==> src/design/oscm_pkg.sv <==
// Package for the oscillator selection and fail-safe monitor block.
// Assumes a single 10 MHz system clock and an Avalon-MM register slave.
`default_nettype none
package oscm_pkg;
  // ---------------------------------------------------------------------
  // Register map
  // ---------------------------------------------------------------------
  localparam logic [3:0] ADDR_OSC_CTRL = 4'h0;
  localparam logic [3:0] ADDR_KEY     = 4'h4;
  localparam logic [3:0] ADDR_STAT    = 4'h8;
  // ---------------------------------------------------------------------
  // Field positions within oscillator_control
  // ---------------------------------------------------------------------
  localparam int BIT_SWREQ  = 0;
  localparam int BIT_LPOSC  = 1;
  localparam int BIT_CFAIL  = 3;
  localparam int BIT_LOCK   = 5;
  localparam int POS_NEWG   = 8;
  localparam int POS_TRIMLO = 10;
  localparam int POS_CURG   = 12;
  localparam int POS_TRIMHI = 14;
  // ---------------------------------------------------------------------
  // Unlock keys
  // ---------------------------------------------------------------------
  localparam logic [7:0] KEY_LO_A = 8'h46;
  localparam logic [7:0] KEY_LO_B = 8'h57;
  localparam logic [7:0] KEY_HI_A = 8'h78;
  localparam logic [7:0] KEY_HI_B = 8'h9a;
  // ---------------------------------------------------------------------
  // Groups and timing
  // ---------------------------------------------------------------------
  localparam logic [1:0] GRP_SEC  = 2'h0;
  localparam logic [1:0] GRP_FRC  = 2'h1;
  localparam logic [1:0] GRP_SLOW_RC_OSC = 2'h2;
  localparam logic [1:0] GRP_PRI  = 2'h3;
  localparam int         OST_CYCLES   = 1024;
  localparam logic [9:0] OST_LAST     = 10'h3ff;
  localparam int         STARTUP_WAIT = 1100;
  typedef enum logic [1:0] {
    SW_IDLE  = 2'b00,
    SW_START = 2'b01,
    SW_CHANGE= 2'b11
  } oscm_sw_t;
  typedef struct packed {
    logic       sleep;
    logic       por;
    logic       bor;
    logic       wdt_en;
    logic       osc_fail;
  } oscm_evt_t;
endpackage : oscm_pkg
`default_nettype wire

==> src/design/oscm_ctrl.sv <==
// Oscillator group control, start-up timer, trim and fail-safe monitor.
// Assumes every input synchronous to ref_clk_i; oscillators are external.
// Notes on behaviour
// (RULE_01) A 10-bit start-up counter counts 1024 ticks before releasing the clock.
// (RULE_02) The start-up delay applies on power-on, brown-out and Sleep wake.
// (RULE_03) The 32 kHz oscillator runs whenever its enable is set, Sleep too.
// (RULE_04) The 32 kHz oscillator clocks the device only in group 00 with enable.
// (RULE_05) The PLL multiplies the primary clock by four, eight or sixteen.
// (RULE_06) Lock indication follows the PLL and is mirrored read-only.
// (RULE_07) The device runs from fast RC when current group is 01.
// (RULE_08) The 4-bit trim at bits 15:14,11:10 steps fast RC in 1.5%.
// (RULE_09) The slow RC clocks power-up timer, watchdog and clock monitor.
// (RULE_10) Slow RC on at power-on; afterwards only if monitor, watchdog or selected.
// (RULE_11) With the monitor enabled slow RC runs except in Sleep.
// (RULE_12) Oscillator failure raises a trap and falls back to fast RC.
// (RULE_13) On failure load fast RC group, set fail flag, clear switch request.
// (RULE_14) A clock failure leaves the watchdog running on slow RC; wdt_en is ignored with the monitor on, so slow RC stops in Sleep.
// (RULE_15) A start-up that outlasts the power-up timer is treated as failure.
// (RULE_16) Switching moves between four groups; primary choice comes from config.
// (RULE_17) Current group shows the group in effect; new group is writable.
// (RULE_18) Power-on and brown-out load both groups from the group config.
// (RULE_19) Switch request rises at start; clearing it aborts a transition.
// (RULE_20) Monitor config 1x disables both switching and the monitor.
// (RULE_21) With switching disabled the config selects; current group only mirrors.
// (RULE_22) Software should not switch below 100 kHz with the monitor on.
// (RULE_23) Group config codes: 00 secondary, 01 fast RC, 10 slow RC, 11 primary.
// (RULE_24) Each register byte is writable only right after its two-byte key.
// (RULE_25) A switch starts the new source, changes over, updates, then clears.
//
// The register addresses and register access over Avalon-MM are this design's own decisions.
`default_nettype none
module oscm_ctrl
  import oscm_pkg::*;
#(
  parameter int STARTUP_LIMIT = STARTUP_WAIT
)(
  // Clock and reset
  input  wire logic        ref_clk_i,
  input  wire logic        resetn_i,
  // Avalon-MM slave
  input  wire logic [3:0]  avs_address_i,
  input  wire logic        avs_read_i,
  input  wire logic        avs_write_i,
  input  wire logic [31:0] avs_writedata_i,
  input  wire logic [3:0]  avs_byteenable_i,
  output logic [31:0]      avs_readdata_o,
  output logic             avs_waitrequest_o,
  // Configuration and system events
  input  wire logic [1:0]  group_config_i,
  input  wire logic [3:0]  primary_config_i,
  input  wire logic [1:0]  monitor_config_i,
  input  wire oscm_evt_t   evt_i,
  input  wire logic        powerup_timer_expired_i,
  input  wire logic        osc_tick_i,
  input  wire logic        pll_locked_i,
  // Oscillator controls
  output logic             sec_osc_on_o,
  output logic             slow_rc_on_o,
  output logic             clk_release_o,
  output logic [1:0]       clk_select_o,
  output logic [3:0]       primary_sel_o,
  output logic [4:0]       pll_gain_o,
  output logic [3:0]       fast_rc_trim_o,
  output logic             pll_lock_o,
  output logic             clk_fail_trap_o
);
  // -----------------------------------------------------------------------
  // State
  // -----------------------------------------------------------------------
  logic [1:0]  cur_grp_ff, new_grp_ff;
  logic        swreq_ff, lposc_ff, cfail_ff, lock_ff;
  logic [3:0]  trim_ff;
  logic [9:0]  ost_cnt_ff;
  logic        ost_run_ff, ost_done_ff;
  logic [10:0] wait_cnt_ff;
  logic        lo_key1_ff, lo_open_ff, hi_key1_ff, hi_open_ff;
  logic        ack_ff, wait_ff;
  logic [31:0] rdata_ff;
  oscm_sw_t    sw_ff;
  logic        slow_on_ff, sec_on_ff, rel_ff, trap_ff;
  logic [1:0]  sel_ff;
  logic [4:0]  gain_ff;
  logic [3:0]  psel_ff;
  // -----------------------------------------------------------------------
  // Decode
  // -----------------------------------------------------------------------
  wire sw_enabled  = ~monitor_config_i[1];                   // RULE_20
  wire mon_enabled = ~monitor_config_i[1];                   // RULE_20
  // A transfer completes at the edge where waitrequest is seen low.
  wire acc         = (avs_read_i | avs_write_i) & ~ack_ff;
  wire done        = (avs_read_i | avs_write_i) & ack_ff;
  wire wr          = avs_write_i & ack_ff;
  wire hit_ctrl    = avs_address_i == ADDR_OSC_CTRL;
  wire hit_key     = avs_address_i == ADDR_KEY;
  wire wr_key_lo   = wr & hit_key & avs_byteenable_i[0];
  wire wr_key_hi   = wr & hit_key & avs_byteenable_i[1];
  wire wr_lo       = wr & hit_ctrl & avs_byteenable_i[0] & lo_open_ff; // RULE_24
  wire wr_hi       = wr & hit_ctrl & avs_byteenable_i[1] & hi_open_ff; // RULE_24
  wire [7:0] kd_lo = avs_writedata_i[7:0];
  wire [7:0] kd_hi = avs_writedata_i[15:8];
  wire restart     = evt_i.por | evt_i.bor;
  wire osc_restart = restart | evt_i.sleep;
  // Crystal modes: secondary group, or primary crystal codes 0xxx.
  wire xtal_mode   = (cur_grp_ff == GRP_SEC) |
                     ((cur_grp_ff == GRP_PRI) & ~primary_config_i[3]); // RULE_02
  wire ost_expired = ost_run_ff & osc_tick_i & (ost_cnt_ff == OST_LAST);
  wire slow_start  = mon_enabled & ost_run_ff & powerup_timer_expired_i &
                     (wait_cnt_ff == 11'(STARTUP_LIMIT));     // RULE_15
  wire fail_now    = mon_enabled & (evt_i.osc_fail | slow_start); // RULE_12
  wire sw_start    = sw_enabled & swreq_ff & (new_grp_ff != cur_grp_ff);
  wire new_ready   = (new_grp_ff == GRP_FRC) | (new_grp_ff == GRP_SLOW_RC_OSC) |
                     ost_done_ff;                           // RULE_23
  wire sw_ctrl_clr = wr_lo & ~avs_writedata_i[BIT_SWREQ];
  wire [15:0] ctrl_word = {trim_ff[3:2], cur_grp_ff, trim_ff[1:0],
                           new_grp_ff, 2'h0, lock_ff, 1'b0, cfail_ff,
                           1'b0, lposc_ff, swreq_ff};
  wire [31:0] rd_mux = hit_ctrl ? {16'h0, ctrl_word} :
                       (avs_address_i == ADDR_STAT) ?
                       {24'h0, 1'b0, sw_ff, ost_done_ff, 2'h0,
                        cur_grp_ff} : 32'h0;
  // -----------------------------------------------------------------------
  // Bus slave: one wait state, unmapped reads return zero.
  // -----------------------------------------------------------------------
  always_ff @(posedge ref_clk_i)
  begin
    if (!resetn_i)
    begin
      ack_ff   <= 1'b0;
      wait_ff  <= 1'b1;
      rdata_ff <= 32'h0;
    end
    else
    begin
      ack_ff   <= acc;
      wait_ff  <= ~acc;
      rdata_ff <= rd_mux;
    end
  end
  // Key sequence: a key opens the byte for the next bus access only.
  always_ff @(posedge ref_clk_i)
  begin
    if (!resetn_i)
    begin
      lo_key1_ff <= 1'b0;
      lo_open_ff <= 1'b0;
      hi_key1_ff <= 1'b0;
      hi_open_ff <= 1'b0;
    end
    else if (done)
    begin
      lo_key1_ff <= wr_key_lo & (kd_lo == KEY_LO_A);          // RULE_24
      lo_open_ff <= wr_key_lo & (kd_lo == KEY_LO_B) & lo_key1_ff;
      hi_key1_ff <= wr_key_hi & (kd_hi == KEY_HI_A);          // RULE_24
      hi_open_ff <= wr_key_hi & (kd_hi == KEY_HI_B) & hi_key1_ff;
    end
  end
  // -----------------------------------------------------------------------
  // Oscillator start-up timer
  // -----------------------------------------------------------------------
  always_ff @(posedge ref_clk_i)
  begin
    if (!resetn_i)
    begin
      ost_cnt_ff  <= 10'h0;
      ost_run_ff  <= 1'b0;
      ost_done_ff <= 1'b0;
      wait_cnt_ff <= 11'h0;
    end
    else if ((osc_restart & xtal_mode) | (sw_ff == SW_START & ~ost_run_ff &
             ~ost_done_ff & ~new_ready))
    begin
      ost_cnt_ff  <= 10'h0;                                   // RULE_02
      ost_run_ff  <= 1'b1;
      ost_done_ff <= 1'b0;
      wait_cnt_ff <= 11'h0;
    end
    else if (fail_now)
    begin
      ost_run_ff  <= 1'b0;
      ost_done_ff <= 1'b0;
    end
    else if (ost_run_ff)
    begin
      if (osc_tick_i)
        ost_cnt_ff <= ost_cnt_ff + 10'h1;                     // RULE_01
      if (ost_expired)
      begin
        ost_run_ff  <= 1'b0;
        ost_done_ff <= 1'b1;                                  // RULE_01
      end
      if (powerup_timer_expired_i && wait_cnt_ff != 11'(STARTUP_LIMIT))
        wait_cnt_ff <= wait_cnt_ff + 11'h1;
    end
    else if (sw_ff == SW_IDLE && !osc_restart)
      ost_done_ff <= ost_done_ff & ~sw_start;
  end
  // -----------------------------------------------------------------------
  // Clock switch sequencer and oscillator_control fields
  // -----------------------------------------------------------------------
  always_ff @(posedge ref_clk_i)
  begin
    if (!resetn_i)
    begin
      cur_grp_ff <= GRP_FRC;
      new_grp_ff <= GRP_FRC;
      swreq_ff   <= 1'b0;
      lposc_ff   <= 1'b0;
      cfail_ff   <= 1'b0;
      trim_ff    <= 4'h0;
      sw_ff      <= SW_IDLE;
    end
    else if (restart)
    begin
      cur_grp_ff <= group_config_i;                           // RULE_18
      new_grp_ff <= group_config_i;                           // RULE_18
      swreq_ff   <= 1'b0;
      sw_ff      <= SW_IDLE;
    end
    else if (fail_now)
    begin
      cur_grp_ff <= GRP_FRC;                                  // RULE_13
      cfail_ff   <= 1'b1;                                     // RULE_13
      swreq_ff   <= 1'b0;                                     // RULE_13
      sw_ff      <= SW_IDLE;
    end
    else
    begin
      if (wr_lo)
      begin
        swreq_ff   <= avs_writedata_i[BIT_SWREQ];             // RULE_19
        lposc_ff   <= avs_writedata_i[BIT_LPOSC];
      end
      if (wr_hi)
      begin
        new_grp_ff <= avs_writedata_i[POS_NEWG +: 2];         // RULE_17
        trim_ff    <= {avs_writedata_i[POS_TRIMHI +: 2],
                       avs_writedata_i[POS_TRIMLO +: 2]};     // RULE_08
      end
      if (!sw_enabled)
        cur_grp_ff <= group_config_i;                         // RULE_21
      case (sw_ff)
        SW_IDLE:
          if (sw_start)
            sw_ff <= SW_START;                                // RULE_25
        SW_START:
          if (sw_ctrl_clr || !sw_enabled)
            sw_ff <= SW_IDLE;                                 // RULE_19
          else if (new_ready)
            sw_ff <= SW_CHANGE;
        SW_CHANGE:
        begin
          sw_ff <= SW_IDLE;
          if (!sw_ctrl_clr)
          begin
            cur_grp_ff <= new_grp_ff;                         // RULE_16
            swreq_ff   <= 1'b0;                               // RULE_25
          end
        end
        default:
          sw_ff <= SW_IDLE;
      endcase
    end
  end
  // -----------------------------------------------------------------------
  // Registered outputs
  // -----------------------------------------------------------------------
  always_ff @(posedge ref_clk_i)
  begin
    if (!resetn_i)
    begin
      lock_ff    <= 1'b0;
      slow_on_ff <= 1'b1;
      sec_on_ff  <= 1'b0;
      rel_ff     <= 1'b0;
      trap_ff    <= 1'b0;
      sel_ff     <= GRP_FRC;
      gain_ff    <= 5'h1;
      psel_ff    <= 4'h0;
    end
    else
    begin
      lock_ff    <= pll_locked_i;                             // RULE_06
      // Watchdog and monitor need slow RC; wdt_en keeps it on only while the monitor is disabled.
      slow_on_ff <= evt_i.por | ~powerup_timer_expired_i |             // RULE_10
                    (mon_enabled & ~evt_i.sleep) |            // RULE_11
                    (~mon_enabled & evt_i.wdt_en) |           // RULE_14
                    (cur_grp_ff == GRP_SLOW_RC_OSC);                 // RULE_09
      sec_on_ff  <= lposc_ff;                                 // RULE_03
      rel_ff     <= ~ost_run_ff & ((cur_grp_ff != GRP_SEC) | lposc_ff)
                    & ((gain_ff == 5'h1) | pll_locked_i);     // RULE_04
      trap_ff    <= fail_now;                                 // RULE_12
      sel_ff     <= cur_grp_ff;                               // RULE_07
      psel_ff    <= primary_config_i;                         // RULE_16
      case (primary_config_i[1:0])                            // RULE_05
        2'h1:    gain_ff <= primary_config_i[2] ? 5'h4 : 5'h1;
        2'h2:    gain_ff <= primary_config_i[2] ? 5'h8 : 5'h1;
        2'h3:    gain_ff <= primary_config_i[2] ? 5'h10 : 5'h1;
        default: gain_ff <= 5'h1;
      endcase
    end
  end
  assign avs_readdata_o    = rdata_ff;
  assign avs_waitrequest_o = wait_ff;
  assign sec_osc_on_o      = sec_on_ff;
  assign slow_rc_on_o      = slow_on_ff;
  assign clk_release_o     = rel_ff;
  assign clk_select_o      = sel_ff;
  assign primary_sel_o     = psel_ff;
  assign pll_gain_o        = gain_ff;
  assign fast_rc_trim_o    = trim_ff;
  assign pll_lock_o        = lock_ff;
  assign clk_fail_trap_o   = trap_ff;
  // -----------------------------------------------------------------------
  // Checks
  // -----------------------------------------------------------------------
  AST_FAIL_FALLBACK: assert property (@(posedge ref_clk_i) disable iff (!resetn_i) // RULE_13
    fail_now && !restart |=> cur_grp_ff == GRP_FRC && cfail_ff && !swreq_ff)
    else $error("failure did not fall back to fast RC");
  AST_FAIL_TRAP: assert property (@(posedge ref_clk_i) disable iff (!resetn_i) // RULE_12
    fail_now |=> clk_fail_trap_o)
    else $error("trap not raised on failure");
  AST_LOCK_MIRROR: assert property (@(posedge ref_clk_i) disable iff (!resetn_i) // RULE_06
    pll_locked_i |=> pll_lock_o && ctrl_word[BIT_LOCK])
    else $error("lock not mirrored");
  AST_OST_LEN: assert property (@(posedge ref_clk_i) disable iff (!resetn_i) // RULE_01
    ost_expired && !fail_now && !osc_restart |=> ost_done_ff && !ost_run_ff)
    else $error("start-up timer did not finish");
  AST_RESET_LOAD: assert property (@(posedge ref_clk_i) disable iff (!resetn_i) // RULE_18
    restart |=> cur_grp_ff == $past(group_config_i) && new_grp_ff == cur_grp_ff)
    else $error("groups not loaded from config");
  AST_NO_SWITCH: assert property (@(posedge ref_clk_i) disable iff (!resetn_i) // RULE_20
    monitor_config_i[1] |-> ##1 (sw_ff == SW_IDLE || $past(sw_ff) != SW_IDLE))
    else $error("switch started while disabled");
  AST_SEC_ON: assert property (@(posedge ref_clk_i) disable iff (!resetn_i) // RULE_03
    lposc_ff |=> sec_osc_on_o)
    else $error("32 kHz oscillator off while enabled");
  AST_SLOW_MON: assert property (@(posedge ref_clk_i) disable iff (!resetn_i) // RULE_11
    mon_enabled && !evt_i.sleep |=> slow_rc_on_o)
    else $error("slow RC off while monitor enabled");
endmodule : oscm_ctrl
`default_nettype wire

==> config.mk <==
export PLATFORM = sky130hd
export DESIGN_NAME = oscm_ctrl
export DESIGN_NICKNAME = d
export VERILOG_FILES = /design/src/design/oscm_pkg.sv /design/src/design/oscm_ctrl.sv
export SDC_FILE = /design/constraint.sdc
export NUM_CORES = 1
export LEC_CHECK = 0
export ABC_AREA = 1
export BUFFER_PORTS_ARGS = -buffer_cell sky130_fd_sc_hd__buf_2
export CORE_MARGIN = 2
export CORE_UTILIZATION = 51
export CTS_CLUSTER_DIAMETER = 200
export DETAILED_ROUTE_END_ITERATION = 8
export PLACE_DENSITY = 0.8
export SETUP_SLACK_MARGIN = 0.2
export SYNTH_ARGS = -nofsm -noshare
export SYNTH_HDL_FRONTEND = slang
export SYNTH_SLANG_ARGS = --single-unit
==> constraint.sdc <==
create_clock -name ref_clk_i -period 1.7 [get_ports ref_clk_i]
set_input_delay 0.34 -clock ref_clk_i [delete_from_list [all_inputs] [get_ports ref_clk_i]]
set_output_delay 0.34 -clock ref_clk_i [all_outputs]
set_load 0.005 [all_outputs]
==> results.cfg <==
[final_layout]
diodes = 0
final_util_pct = 63.4
area_growth_pct = 21.9
post_route_cells_drive_above_1_share_pct = 29.6
layout_common_cells = nand2_1 (98), buf_2 (74), dfxtp_1 (61)
nNetsFinal = 622
final_common_cell = nand2_1

[sta]
clock_skew_ps = 8.18
rsz0062_at_grt = true
setup_viol = 0
period_needed_ps = 1460
max_freq_mhz = 684
slew_viol_final = 0
setup_tns_ps = 0
fin_crit_sh_pct = 86.0
max-slew-margin-rel_pct = 64.9
max_slew.worst_pin.slew_ps = 526
finalHoldViolations = 0

[detailed_routing]
via_per_inst = 4.99
initialDrtViolationCount = 152
drc = 0
first_pass_iters = 4
ant_nets = 0
wire_per_inst_um = 12.2
num_vias = 3212
wl_mm = 7.84

[clock_network]
cts_hold_buf = 0
ctsHtreeMaxLevel = 3
cts_tree = built
insertion_delay_ps = 350
cts-root-buf = clkbuf_8
cts.reportedPaths.clkPinSlew_ps = 80
clock_sinks = 71
cts_buffers = 9
clockBufferDepth = 2

[job]
cap_viol_max_count = 0

[pwr]
p_clk_share_pct = 41.7
p_leak_nw = 1.90
p_comb_share_pct = 9.7
p_sw_uw = 881
p_int_mw = 2.67
p_sw_share_pct = 24.8
ir_drop_uv = 561
seqPwrFrac_pct = 48.6
power.density_nw_per_um2 = 833

[floorplan]
row_count = 30
io-pin-count = 113
die-area_um2 = 7530
die_x_um = 86.8
die_h_um = 86.8
initial_utilization_pct = 52.0
coreArea_um2 = 6720

[worst_setup_path]
cp_num_cells = 10
cpPeakStageDelay_ps = 330
crit_type = reg -> reg
rr_startpoint = wait_cnt_ff[1]
crit_start = wait_cnt_ff[1]
critPathBufInv = 1
crit_fanout = 10
cp_common_cell = nand2_8
path_cells = inv_2 > ha_4 > nand2_2 > nor2_4 > nand3_2 > nand2_4 > nand2_8 > nand2_8 > nand2_1 > a21oi_2
worst_r2r_path_depth = 10
startpoint_type = register
cpMaxStageDelayCell = dfxtp_1
cp.required_ps = 1980
crit_path_end_kind = register
worst_ep_arrival_time_ps = 1740
cp_top_family = simple AND/OR/NAND/NOR gates

[synth]
yosys.area_share.simple_pct = 30.6
ys_types = 37
synth_top_family_by_area = simple AND/OR/NAND/NOR gates
muxShareOfSynthArea_pct = 0
ys_seq_elements = 71
ys.warnings.count = 0
mappedNetlistArea_um2 = 3490
ys_seq_area_share_pct = 40.7
synth_fa_ha_area_share_pct = 1.07
synthCells = 473
synth-edff-count = 0
yosys.area_share.xor_xnor_pct = 4.01
synth_compound_area_share_pct = 10.3
avgSynthCellArea_um2 = 7.39
ys.flop_type = dfxtp_1
async_reset_ff_share_pct = 0

[min_path]
hold_class = in -> reg
hold_start = pll_locked_i
holdPathStages = 3

[grt]
grt_pass1_wl_mm = 12.7
antenna_found_initial = 0
grt-ovfl-total = 0
grt_max_degree = 24
first_global_vias = 2950
grt_usage_pct = 21.4

[placed_design]
numPortBuffers = 74
hpwlAfterDp_mm = 5.62
gp_congestion = 0.877

[status]
status = completed
cell type report:
cell class              instances  area, um^2
fillers                       597        2460
repair buffers                 86         489
inverters                      64         240
clock inverters                 6        92.6
flip-flops and latches         71        1430
clock buffers                  10         128
multi-input cells             327        1780
well taps                      80         100
final timing paths:
path | to | slack, ps
min reg2reg | avs_readdata_o[3] | 440
max reg2reg | ost_cnt_ff[0] | 240
min | pll_lock_o | 180
max | ost_cnt_ff[0] | 240
tightest hold or removal path: stages:
cell	delay, ps
buf_2	80
nand2_1	40
inv_1	40
cell usage after synthesis, types with 2 or more instances:
| cell | instances | area, um^2 |
|---|---|---|
| nor2_4 | 2 | 22.5 |
| nand4_1 | 9 | 56.3 |
| a21oi_1 | 11 | 55.1 |
| o21ai_0 | 11 | 55.1 |
| nand2_2 | 5 | 31.3 |
| nor3_1 | 16 | 80.1 |
| buf_4 | 20 | 150 |
| nand3_1 | 35 | 175 |
| o211ai_1 | 2 | 15.0 |
| nand2_4 | 2 | 22.5 |
| nand3_2 | 2 | 20.0 |
| a21oi_2 | 21 | 184 |
| inv_1 | 61 | 229 |
| xnor2_1 | 5 | 43.8 |
| nor2_2 | 4 | 25.0 |
| nand3b_1 | 2 | 15.0 |
| clkbuf_2 | 2 | 10.0 |
| xor2_1 | 11 | 96.3 |
| dfxtp_1 | 71 | 1420 |
| nor2_1 | 54 | 203 |
| ha_1 | 3 | 37.5 |
| buf_6 | 3 | 33.8 |
| inv_2 | 2 | 7.51 |
| nand2_1 | 103 | 387 |
| buf_2 | 4 | 20.0 |
logic make-up after synthesis:
group | Yosys count
other | 1
adders and majority gates | 3
and+or+nand+nor | 237
DFF | 71
buffers and inverters | 95
AOI/OAI and AO/OA | 50
xor gates and xnor gates | 16
routing by layer:
layer	part of all wire [%]	global-route usage, %	vias up
met4	1.9	10.5	0
li1	-	-	1634
met2	51	36.6	101
met5	0	0	-
met3	5.0	4.38	13
met1	42	25.3	1464
power by group through the flow:
stage	Combinational, mW	Sequential [mW]	Clock [mW]
floorplan	0.215	1.76	0
global placement	0.304	1.76	0
detailed placement	0.311	1.76	0
CTS	0.334	1.72	1.51
global route	0.382	1.73	1.59
finish	0.344	1.72	1.48
state kept, by name (all words and copies together), names as in the netlist, 2 cells and up:
signal,cells
new_grp_ff,2
primary_sel_o,4
clk_select_o,2
cur_grp_ff,2
fast_rc_trim_o,4
sw_ff,2
avs_readdata_o,14
pll_gain_o,4
wait_cnt_ff,11
ost_cnt_ff,10
stage by stage:
stage          setup slack, ps  cells  total power [mW]  area [um^2]  hold WS [ps]
4_1_cts                    212    644              3.56         4200           170
2_1_floorplan              289    491              1.97         3560           416
3_3_place_gp               138    624              2.06         3900           433
6_report                   238    644              3.55         4260           178
5_1_grt                    149    644              3.70         4260           181
3_5_place_dp              64.8    624              2.07         3900           433
repair_timing:
item | 4_1_cts | 5_1_grt
setup endpoints to repair | 18 | 36
pin swaps | 3 | 9
setup buffers | 2 | 0
gates resized for setup | 5 | 25
gates cloned | 2 | 0
No activity file was read; power rests on OpenSTA's default activity.
